**src/design/wdtc_params.svh**
```systemverilog
`ifndef WDTC_PARAMS_SVH
`define WDTC_PARAMS_SVH

// Register bus
`define WDTC_ADDR_W         8
`define WDTC_DATA_W         32
`define WDTC_OFF_CTRL       8'h00
`define WDTC_OFF_STATUS     8'h04
`define WDTC_OFF_PRE_COUNT  8'h08
`define WDTC_OFF_POST_COUNT 8'h0C
`define WDTC_OFF_POST_TERM  8'h10

// Control register fields
`define WDTC_CTRL_EN        0
`define WDTC_CTRL_PSA       1
`define WDTC_CTRL_PS_LSB    2
`define WDTC_CTRL_PS_MSB    5
`define WDTC_CTRL_W         6
`define WDTC_CTRL_RST       6'h00

// Status register fields
`define WDTC_STAT_TIMEOUT   0
`define WDTC_STAT_RC_STALL  1
`define WDTC_STAT_RUNNING   2
`define WDTC_STAT_SLEEP     3

// Prescaler and postscaler
`define WDTC_PRE_W          7
`define WDTC_PRE_SHORT      32
`define WDTC_PRE_LONG       128
`define WDTC_POST_W         15
`define WDTC_PS_W           4

// Timing
`define WDTC_SYS_HZ         40000000
`define WDTC_LOW_POWER_RC_OSC_HZ        31000
`define WDTC_MISS_PERIODS   4

`endif

```
**src/design/wdtc_pkg.sv**
```systemverilog
`include "wdtc_params.svh"

package wdtc_pkg;

  typedef enum logic [1:0] {
    WDTC_OFF   = 2'h0,
    WDTC_RUN   = 2'h1,
    WDTC_SLEEP = 2'h3
  } wdtc_state_e;

  typedef logic [`WDTC_POST_W-1:0] wdtc_post_t;

  // Terminal count of the postscaler: ratio 2**code, last count 2**code-1
  function automatic wdtc_post_t wdtc_post_limit(
    input logic [`WDTC_PS_W-1:0] code
  );
    logic [`WDTC_POST_W:0] one_hot;
    one_hot = (`WDTC_POST_W+1)'(1) << code;
    return wdtc_post_t'(one_hot - (`WDTC_POST_W+1)'(1));
  endfunction : wdtc_post_limit

endpackage : wdtc_pkg

```
**src/design/wdtc_postscaler.sv**
```systemverilog
`timescale 1ns/1ps
`include "wdtc_params.svh"

module wdtc_postscaler
  import wdtc_pkg::*;
(
  input  wire logic                   clk_sys_i,
  input  wire logic                   rst_i,
  input  wire logic                   advance_i,
  input  wire logic                   clear_i,
  input  wire logic [`WDTC_PS_W-1:0]  sel_i,
  output logic                        expire_o,
  output logic [`WDTC_POST_W-1:0]     count_o
);

  wdtc_post_t cnt_r;
  wdtc_post_t cnt_nxt;
  wdtc_post_t last;

  always_comb begin
    last     = wdtc_post_limit(sel_i);
    expire_o = advance_i && !clear_i && (cnt_r >= last);
    cnt_nxt  = cnt_r;
    if (clear_i) begin
      cnt_nxt = '0;
    end else if (advance_i) begin
      cnt_nxt = (cnt_r >= last) ? '0 : cnt_r + `WDTC_POST_W'(1);
    end
  end

  always_ff @(posedge clk_sys_i or posedge rst_i) begin
    if (rst_i) begin
      cnt_r <= '0;
    end else begin
      cnt_r <= cnt_nxt;
    end
  end

  assign count_o = cnt_r;

endmodule : wdtc_postscaler

```
**src/design/wdtc_prescaler.sv**
```systemverilog
`timescale 1ns/1ps
`include "wdtc_params.svh"

module wdtc_prescaler
  import wdtc_pkg::*;
(
  input  wire logic                   clk_sys_i,
  input  wire logic                   rst_i,
  input  wire logic                   advance_i,
  input  wire logic                   clear_i,
  input  wire logic                   long_sel_i,
  output logic                        tick_o,
  output logic [`WDTC_PRE_W-1:0]      count_o
);

  logic [`WDTC_PRE_W-1:0] cnt_r;
  logic [`WDTC_PRE_W-1:0] cnt_nxt;
  logic [`WDTC_PRE_W-1:0] last;

  always_comb begin
    last = long_sel_i ? `WDTC_PRE_W'(`WDTC_PRE_LONG - 1)
                      : `WDTC_PRE_W'(`WDTC_PRE_SHORT - 1);
    tick_o  = advance_i && !clear_i && (cnt_r >= last);
    cnt_nxt = cnt_r;
    if (clear_i) begin
      cnt_nxt = '0;
    end else if (advance_i) begin
      // Wraps also when the divider was shortened mid-count
      cnt_nxt = (cnt_r >= last) ? '0 : cnt_r + `WDTC_PRE_W'(1);
    end
  end

  always_ff @(posedge clk_sys_i or posedge rst_i) begin
    if (rst_i) begin
      cnt_r <= '0;
    end else begin
      cnt_r <= cnt_nxt;
    end
  end

  assign count_o = cnt_r;

endmodule : wdtc_prescaler

```
**src/design/wdtc_watchdog.sv**
```systemverilog
// Functional notes
// Counting chain advances only on low-power RC oscillator edges.
// Enabling the watchdog turns the low-power RC oscillator on.
// The RC oscillator runs nominally at 31 kHz.
// Prescaler divides by 32 or 128, chosen by one select bit.
// Prescaler period is about 1 ms or 4 ms at 31 kHz.
// Postscaler counts prescaler ticks before a timeout.
// Four-bit postscale select picks 16 ratios, 1:1 to 1:32768.
// Postscale code N gives ratio two to the power N.
// Device reset clears counter, prescaler and postscaler.
// Completed clock switch clears counter, prescaler and postscaler.
// Power-save instruction entering sleep or idle clears the chain.
// Leaving sleep or idle clears the chain again.
// Clear-watchdog instruction in normal operation clears the chain.
// Reaching the terminal count gives a one-cycle timeout pulse.
//
// Decided for this implementation: the register offsets and the plain strobed port.
`timescale 1ns/1ps
`include "wdtc_params.svh"

module wdtc_watchdog
  import wdtc_pkg::*;
#(
  parameter int unsigned MISS_CYCLES =
    (`WDTC_SYS_HZ * `WDTC_MISS_PERIODS + `WDTC_LOW_POWER_RC_OSC_HZ - 1)
    / `WDTC_LOW_POWER_RC_OSC_HZ
)
(
  input  wire logic                    clk_sys_i,
  input  wire logic                    rst_i,
  // Register port
  input  wire logic [`WDTC_ADDR_W-1:0] reg_addr_i,
  input  wire logic [`WDTC_DATA_W-1:0] reg_wdata_i,
  input  wire logic                    reg_wr_i,
  input  wire logic                    reg_rd_i,
  output logic [`WDTC_DATA_W-1:0]      reg_rdata_o,
  // Core events, one-cycle pulses on clk_sys_i
  input  wire logic                    clear_watchdog_instr_i,
  input  wire logic                    power_save_instr_i,
  input  wire logic                    wake_resume_i,
  input  wire logic                    osc_switch_done_i,
  // Oscillator
  input  wire logic                    low_power_rc_osc_i,
  output logic                         rc_osc_enable_o,
  // Result
  output logic                         timeout_o
);

  // Nominal timing, kept for reference and for the stall monitor
  localparam int unsigned LOW_POWER_RC_OSC_HZ      = `WDTC_LOW_POWER_RC_OSC_HZ;
  localparam int unsigned SYS_PER_RC   = `WDTC_SYS_HZ / LOW_POWER_RC_OSC_HZ;
  localparam int unsigned PRE_SHORT_US =
    (`WDTC_PRE_SHORT * 1000000) / LOW_POWER_RC_OSC_HZ;
  localparam int unsigned PRE_LONG_US  =
    (`WDTC_PRE_LONG * 1000000) / LOW_POWER_RC_OSC_HZ;
  localparam int unsigned MISS_W       = $clog2(MISS_CYCLES + 1);

  // Control register
  logic [`WDTC_CTRL_W-1:0] ctrl_r;
  logic [`WDTC_CTRL_W-1:0] ctrl_nxt;
  logic                    wd_enable;
  logic                    psa_long;
  logic [`WDTC_PS_W-1:0]   ps_sel;
  logic                    ctrl_wr;
  logic                    stat_wr;

  // RC oscillator synchroniser and edge detect
  logic sync1_r;
  logic sync2_r;
  logic sync3_r;
  logic rc_rise;

  // Mode state
  wdtc_state_e state_r;
  wdtc_state_e state_nxt;

  // Chain control
  logic                    chain_clear;
  logic                    chain_adv;
  logic                    pre_tick;
  logic                    post_expire;
  logic [`WDTC_PRE_W-1:0]  pre_count;
  logic [`WDTC_POST_W-1:0] post_count;

  // Status and outputs
  logic                    timeout_r;
  logic                    timeout_nxt;
  logic                    to_flag_r;
  logic                    to_flag_nxt;
  logic                    stall_r;
  logic                    stall_nxt;
  logic [MISS_W-1:0]       miss_cnt_r;
  logic [MISS_W-1:0]       miss_cnt_nxt;
  logic [`WDTC_DATA_W-1:0] rdata_r;
  logic [`WDTC_DATA_W-1:0] rdata_nxt;

  // Exact byte-address match; partial decode would alias registers
  function automatic logic reg_hit(
    input logic [`WDTC_ADDR_W-1:0] addr,
    input logic [`WDTC_ADDR_W-1:0] offset
  );
    return addr == offset;
  endfunction : reg_hit

  assign wd_enable = ctrl_r[`WDTC_CTRL_EN];
  assign psa_long  = ctrl_r[`WDTC_CTRL_PSA];
  assign ps_sel    = ctrl_r[`WDTC_CTRL_PS_MSB:`WDTC_CTRL_PS_LSB];

  // Write decode shared by the control and status paths
  assign ctrl_wr = reg_wr_i && reg_hit(reg_addr_i, `WDTC_OFF_CTRL);
  assign stat_wr = reg_wr_i && reg_hit(reg_addr_i, `WDTC_OFF_STATUS);

  // Enabled watchdog forces its RC source on
  assign rc_osc_enable_o = wd_enable;

  // Control register write
  always_comb begin
    ctrl_nxt = ctrl_r;
    if (ctrl_wr) begin
      ctrl_nxt = reg_wdata_i[`WDTC_CTRL_W-1:0];
    end
  end

  always_ff @(posedge clk_sys_i or posedge rst_i) begin
    if (rst_i) begin
      ctrl_r <= `WDTC_CTRL_RST;
    end else begin
      ctrl_r <= ctrl_nxt;
    end
  end

  // The RC clock is foreign to clk_sys_i; only sync2 onward is looked at
  always_ff @(posedge clk_sys_i or posedge rst_i) begin
    if (rst_i) begin
      sync1_r <= 1'b0;
      sync2_r <= 1'b0;
      sync3_r <= 1'b0;
    end else begin
      sync1_r <= low_power_rc_osc_i;
      sync2_r <= sync1_r;
      sync3_r <= sync2_r;
    end
  end

  assign rc_rise = sync2_r && !sync3_r;

  // Mode tracking: off, running, sleeping or idle
  always_comb begin
    state_nxt = state_r;
    case (state_r)
      WDTC_OFF: begin
        if (wd_enable) begin
          state_nxt = WDTC_RUN;
        end
      end
      WDTC_RUN: begin
        if (!wd_enable) begin
          state_nxt = WDTC_OFF;
        end else if (power_save_instr_i) begin
          state_nxt = WDTC_SLEEP;
        end
      end
      WDTC_SLEEP: begin
        if (!wd_enable) begin
          state_nxt = WDTC_OFF;
        end else if (wake_resume_i) begin
          state_nxt = WDTC_RUN;
        end
      end
      default: begin
        state_nxt = WDTC_OFF;
      end
    endcase
  end

  always_ff @(posedge clk_sys_i or posedge rst_i) begin
    if (rst_i) begin
      state_r <= WDTC_OFF;
    end else begin
      state_r <= state_nxt;
    end
  end

  // Clear sources; a clear beats an advance in the same cycle
  always_comb begin
    chain_clear = 1'b0;
    if (state_r == WDTC_OFF) begin
      chain_clear = 1'b1;
    end
    // Disable acts in its own cycle, before the mode catches up
    if (!wd_enable) begin
      chain_clear = 1'b1;
    end
    if (osc_switch_done_i) begin
      chain_clear = 1'b1;
    end
    if ((state_r == WDTC_RUN) && power_save_instr_i) begin
      chain_clear = 1'b1;
    end
    if ((state_r == WDTC_SLEEP) && wake_resume_i) begin
      chain_clear = 1'b1;
    end
    if ((state_r == WDTC_RUN) && clear_watchdog_instr_i) begin
      chain_clear = 1'b1;
    end
  end

  // System clock only samples; steps come from RC edges alone
  assign chain_adv = rc_rise && (state_r != WDTC_OFF);

  wdtc_prescaler u_pre (
    .clk_sys_i  (clk_sys_i),
    .rst_i      (rst_i),
    .advance_i  (chain_adv),
    .clear_i    (chain_clear),
    .long_sel_i (psa_long),
    .tick_o     (pre_tick),
    .count_o    (pre_count)
  );

  wdtc_postscaler u_post (
    .clk_sys_i  (clk_sys_i),
    .rst_i      (rst_i),
    .advance_i  (pre_tick),
    .clear_i    (chain_clear),
    .sel_i      (ps_sel),
    .expire_o   (post_expire),
    .count_o    (post_count)
  );

  // Timeout pulse, sticky flag and RC stall monitor
  always_comb begin
    timeout_nxt  = post_expire;
    to_flag_nxt  = to_flag_r;
    if (stat_wr && reg_wdata_i[`WDTC_STAT_TIMEOUT]) begin
      to_flag_nxt = 1'b0;
    end
    // A timeout in the clearing cycle is kept
    if (post_expire) begin
      to_flag_nxt = 1'b1;
    end
  end

  // Stall watch: a dead RC source would leave the watchdog toothless
  always_comb begin
    stall_nxt    = stall_r;
    miss_cnt_nxt = miss_cnt_r;
    if (!wd_enable || rc_rise) begin
      miss_cnt_nxt = '0;
      stall_nxt    = 1'b0;
    end else if (miss_cnt_r >= MISS_W'(MISS_CYCLES)) begin
      stall_nxt    = 1'b1;
    end else begin
      miss_cnt_nxt = miss_cnt_r + MISS_W'(1);
    end
  end

  always_ff @(posedge clk_sys_i or posedge rst_i) begin
    if (rst_i) begin
      timeout_r  <= 1'b0;
      to_flag_r  <= 1'b0;
    end else begin
      timeout_r  <= timeout_nxt;
      to_flag_r  <= to_flag_nxt;
    end
  end

  always_ff @(posedge clk_sys_i or posedge rst_i) begin
    if (rst_i) begin
      stall_r    <= 1'b0;
      miss_cnt_r <= '0;
    end else begin
      stall_r    <= stall_nxt;
      miss_cnt_r <= miss_cnt_nxt;
    end
  end

  assign timeout_o = timeout_r;

  // Read data stand for the one cycle after the strobe, zero elsewhere
  always_comb begin
    rdata_nxt = '0;
    if (reg_rd_i) begin
      if (reg_hit(reg_addr_i, `WDTC_OFF_CTRL)) begin
        rdata_nxt[`WDTC_CTRL_W-1:0] = ctrl_r;
      end else if (reg_hit(reg_addr_i, `WDTC_OFF_STATUS)) begin
        rdata_nxt[`WDTC_STAT_TIMEOUT]  = to_flag_r;
        rdata_nxt[`WDTC_STAT_RC_STALL] = stall_r;
        rdata_nxt[`WDTC_STAT_RUNNING]  = (state_r == WDTC_RUN);
        rdata_nxt[`WDTC_STAT_SLEEP]    = (state_r == WDTC_SLEEP);
      end else if (reg_hit(reg_addr_i, `WDTC_OFF_PRE_COUNT)) begin
        rdata_nxt[`WDTC_PRE_W-1:0] = pre_count;
      end else if (reg_hit(reg_addr_i, `WDTC_OFF_POST_COUNT)) begin
        rdata_nxt[`WDTC_POST_W-1:0] = post_count;
      end else if (reg_hit(reg_addr_i, `WDTC_OFF_POST_TERM)) begin
        rdata_nxt[`WDTC_POST_W-1:0] = wdtc_post_limit(ps_sel);
      end else begin
        rdata_nxt = '0;
      end
    end
  end

  always_ff @(posedge clk_sys_i or posedge rst_i) begin
    if (rst_i) begin
      rdata_r <= '0;
    end else begin
      rdata_r <= rdata_nxt;
    end
  end

  assign reg_rdata_o = rdata_r;

endmodule : wdtc_watchdog
```
**config.mk**
```make
export PLATFORM = sky130hd
export DESIGN_NAME = wdtc_watchdog
export DESIGN_NICKNAME = d
export VERILOG_FILES = /design/src/design/wdtc_pkg.sv /design/src/design/wdtc_postscaler.sv /design/src/design/wdtc_prescaler.sv /design/src/design/wdtc_watchdog.sv
export VERILOG_INCLUDE_DIRS = /design/src /design/src/design
export SDC_FILE = /design/constraint.sdc
export NUM_CORES = 1
export LEC_CHECK = 0
export ABC_CLOCK_PERIOD_IN_PS = 3300
export BUFFER_PORTS_ARGS = -buffer_cell sky130_fd_sc_hd__buf_2
export CORE_ASPECT_RATIO = 0.5
export CORE_MARGIN = 2
export CORE_UTILIZATION = 51
export CTS_CLUSTER_SIZE = 40
export DETAILED_ROUTE_END_ITERATION = 16
export PLACE_DENSITY_LB_ADDON = 0.08
export SLEW_MARGIN = 20
export SYNTH_ARGS = -nofsm -noshare
export SYNTH_HDL_FRONTEND = slang
export SYNTH_SLANG_ARGS = --single-unit
```
**constraint.sdc**
```tcl
create_clock -name clk_sys_i -period 3.3 [get_ports clk_sys_i]
set_input_delay 0.99 -clock clk_sys_i [delete_from_list [all_inputs] [get_ports clk_sys_i]]
set_output_delay 0.99 -clock clk_sys_i [all_outputs]
set_load 0.1 [all_outputs]
```
==> key figures <==
Worst setup path
  • RR Startpoint: ctrl_r[3]
  • Required time of the critical path: roughly 3.5 ns
  • CP endpoint kind: flip-flop
  • WS Path Type: reg -> reg
  • Top delay family on crit path: compound AO/OA/AOI/OAI gates
  • Worst setup SP type: flip-flop
  • Critical path arrival: between 3 and 4 ns
  • Buffers & Inverters on Critical Path: 1
  • CP max stage cell: dfrtp_2
  • Worst-path maximum fanout: 9
  • CP max stage delay: around 0.46 ns
  • Worst reg2reg path endpoint: u_post.count_o[10]
  • Register-to-Register Path Depth: 13
  • CP Cell Sequence: nor2_4 -> nand2_2 -> ha_2 -> or2_2 -> o21ai_0 -> a32oi_1 -> ha_1 -> a21oi_1 -> o22ai_1 -> a2111oi_2 -> a21oi_1 -> buf_4 -> a221oi_1
  • CP Depth: 13
  • CP most frequent cell: a21oi_1
  • R2R setup slack: approximately 0.17 ns

Die
  • DIE HEIGHT: about 70 um
  • Core area: 8030 sq um
  • Die area: just over 9000 sq um
  • Total I/O pin count: 83
  • Rows: 23
  • Die span in x: 133 um
  • Initial core utilization: 0.527

Clocking
  • Clk sinks: 64
  • Clock Tree Buf Depth: 2
  • H-Tree Depth: 3
  • Reg clk slew, reported paths: about 0.060 ns
  • Post-CTS Setup Repair Bufs: 0
  • Root Driver: clkbuf_16
  • CTS Buf Count: 9
  • Latest clock arrival within the worst-skew pair: 0.34 ns
  • CTS tree: done

Yosys
  • Post-Synth Simple-Gate Area: 0.212
  • Yosys top cell by area: dfrtp_1
  • Synth Area in Compound Gates: 0.225
  • Yosys cell types: 72
  • Area share of the largest cell type after synthesis: 0.379
  • Most common cell in the netlist: dfrtp_1
  • Synth cell count leaders: 64 x dfrtp_1, 33 x a21oi_1, 32 x nand2_1
  • Seq/Total Area, Yosys: 0.379
  • Mapped Area: about 4200 sq um
  • Synth Area in XOR/XNOR: 0.0124
  • Post-Synth Adder-Cell Area: 0.0651
  • Synth top area cells: dfrtp_1 38%, ha_1 6.5%, a21oi_1 3.9%
  • Avg Cell Area, Syn: roughly 9.5 sq um
  • Main combinational cell family by area after synthesis: compound AO/OA/AOI/OAI gates
  • Async S/R FF share, synth: 1.00
  • Ys flop type: dfrtp_1
  • Number of synthesized flops with an enable pin: 0
  • Synth Register Bits: between 60 and 70
  • Post-synthesis mux area share: 0.0317
  • YS warnings: 0
  • Cells after Synth: approximately 450

Power
  • Worst IR Drop VDD: ~0.00027 V
  • Sw frac: 0.278
  • Clock Power Share: 0.480
  • Pint: roughly 0.0016 W
  • Lkg Pwr: ~2.1 nW
  • Switching power: between 0.0006 and 0.0007 W
  • Final Total Pwr: roughly 0.0022 W
  • PwrDens: between 400 and 500 nW/um^2
  • Gate power share: 0.158
  • Sequential power share: 0.363

Detailed routing
  • Final Routed Wirelength: 10400 um
  • Routed Antenna Nets: 0
  • DR vias: between 3000 and 4000
  • DR WL/cell: roughly 17 um
  • Via/cell ratio: 5.95
  • Initial drt markers: about 230
  • Drt drc: 0
  • Drt first pass iters: 6

STA
  • Post-route setup slack: 0.172 ns
  • Slew Limit Headroom: 0.426
  • Fin Setup TNS: 0 ns
  • Max Clock Skew: between 0.006 and 0.007 ns
  • Setup violators final: 0
  • Highest clock rate: between 300 and 400 MHz
  • Min cycle time layout: 3.13 ns
  • Ratio of final minimum period to clock period: 0.948
  • Worst-Margin Slew: approximately 0.86 ns
  • Fin. Hold Viols: 0
  • Slew Viols, Final: 0

Outcome
  • Status: finished clean

Placement
  • DP Area: 4530 sq um
  • HPWL after DPL: between 7000 and 8000 um
  • IO buf count: 39
  • GPL Wtd Cong: ~0.86
  • Pre-CTS setup slack: 0.0315 ns

Cells and area
  • # diodes: 0
  • Filler Cells Inserted: ~660
  • Share of cells above drive strength 1: 0.229
  • Post-Route Utilization: 0.612
  • Synthesis-to-finish area growth: 16.2%
  • Nets: 559
  • Final Cell Area: around 5000 sq um

Hold path
  • Hold EP: sync2_r
  • Hold crit path type: reg -> reg
  • Hold Path Depth: 0
  • Worst hold start: sync1_r

Global route
  • Largest net degree at the start of global routing: 38
  • First-pass GRT wire length: around 17000 um
  • Vias in the first global route: 3397
  • Total GRT Usage: 0.244
  • GR Overflow Total: 0
  • Initial antenna violation count: 0

Run
  • Max Cap Viol: 0
## power by group through the flow
stage               Sequential, W  Clock, W  Combinational, W
CTS                      0.000799   0.00108          0.000341
detailed placement       0.000813         0          0.000338
global route             0.000801   0.00112          0.000379
floorplan                0.000816         0          0.000273
finish                   0.000800   0.00106          0.000348
global placement         0.000813         0          0.000332
## area by class of cell
class	instances	area, sq um	share of cell area
Clock buffer	11	253	0.0515
Clock inverter	5	78.8	0.0160
Inverter	20	75.1	0.0153
Multi-Input combinational cell	340	2450	0.498
Sequential cell	64	1600	0.327
Tap cell	112	140	0.0285
Timing Repair Buffer	53	313	0.0637
## worst reg2reg max path: cells and delay by family (launching register included)
kind,cells,cell delay (ns)
flops,1,0.46
simple gates,3,0.54
compound gates,7,1.27
buf+inv,1,0.20
fa+ha+maj,2,0.55
## worst max path at each step
stage               slack [ns]       from                 end
global placement          0.12  ctrl_r[3]  u_post.count_o[13]
detailed placement        0.03  ctrl_r[3]   u_post.count_o[8]
CTS                       0.02  ctrl_r[3]  u_post.count_o[13]
global route            -0.008  ctrl_r[3]  u_post.count_o[10]
finish                    0.17  ctrl_r[3]  u_post.count_o[10]
floorplan                 0.08  ctrl_r[5]  u_post.count_o[14]
## layer usage
metal / up-vias / routed length [um] / GRT usage
li1: 1739 / - / -
met1: 1725 / 4960 / 0.324
met2: 124 / 4780 / 0.403
met3: 11 / 566 / 0.0615
met4: 0 / 108 / 0.0685
met5: - / 0 / 0
## per-stage QoR
step,hold slack [ns],instances
5_1_grt,0.367,605
3_3_place_gp,0.333,589
4_1_cts,0.349,605
3_5_place_dp,0.336,589
6_report,0.345,605
2_1_floorplan,0.331,463
## flip-flops by register name, indices dropped and copies added, names as in the netlist
| name | count |
|---|---|
| sync2_r | 1 |
| stall_r | 1 |
| sync1_r | 1 |
| miss_cnt_r | 13 |
| sync3_r | 1 |
| reg_rdata_o | 15 |
| to_flag_r | 1 |
| state_r | 2 |
| ctrl_r | 6 |
| u_pre.count_o | 7 |
| u_post.count_o | 15 |
| timeout_o | 1 |
## cell usage in the layout, fill, tap and decap left out, types with 5 or more instances in the layout
| cell | count |
|---|---|
| buf_2 | 39 |
| clkbuf_16 | 9 |
| conb_1 | 17 |
| ha_1 | 21 |
| o31ai_1 | 15 |
| nand4_1 | 5 |
| nor2b_1 | 5 |
| nand2_1 | 31 |
| nor2_1 | 26 |
| or4_1 | 14 |
| dfrtp_1 | 62 |
| or3_1 | 5 |
| a21oi_1 | 33 |
| a22oi_1 | 5 |
| a211oi_1 | 5 |
| buf_4 | 13 |
| a2bb2oi_1 | 8 |
| nand2b_1 | 6 |
| o21ai_0 | 17 |
| and3_1 | 9 |
| nand3_1 | 16 |
| a31oi_1 | 8 |
| inv_1 | 19 |
| mux2_4 | 6 |
## repair_timing
action,in CTS,in global routing
setup endpoints to repair,1,17
pin swaps,0,2
gates resized for setup,1,9
hold buffers,0,0
## cells by family after synthesis
| kind of cell | after synthesis |
|---|---|
| and+or+nand+nor | 151 |
| AOI/OAI and AO/OA | 134 |
| DFF | 64 |
| buffers and inverters | 59 |
| adders and majority gates | 22 |
| muxes | 10 |
| xor gates and xnor gates | 6 |
| other | 1 |
Power figures use the tool's default switching activity.
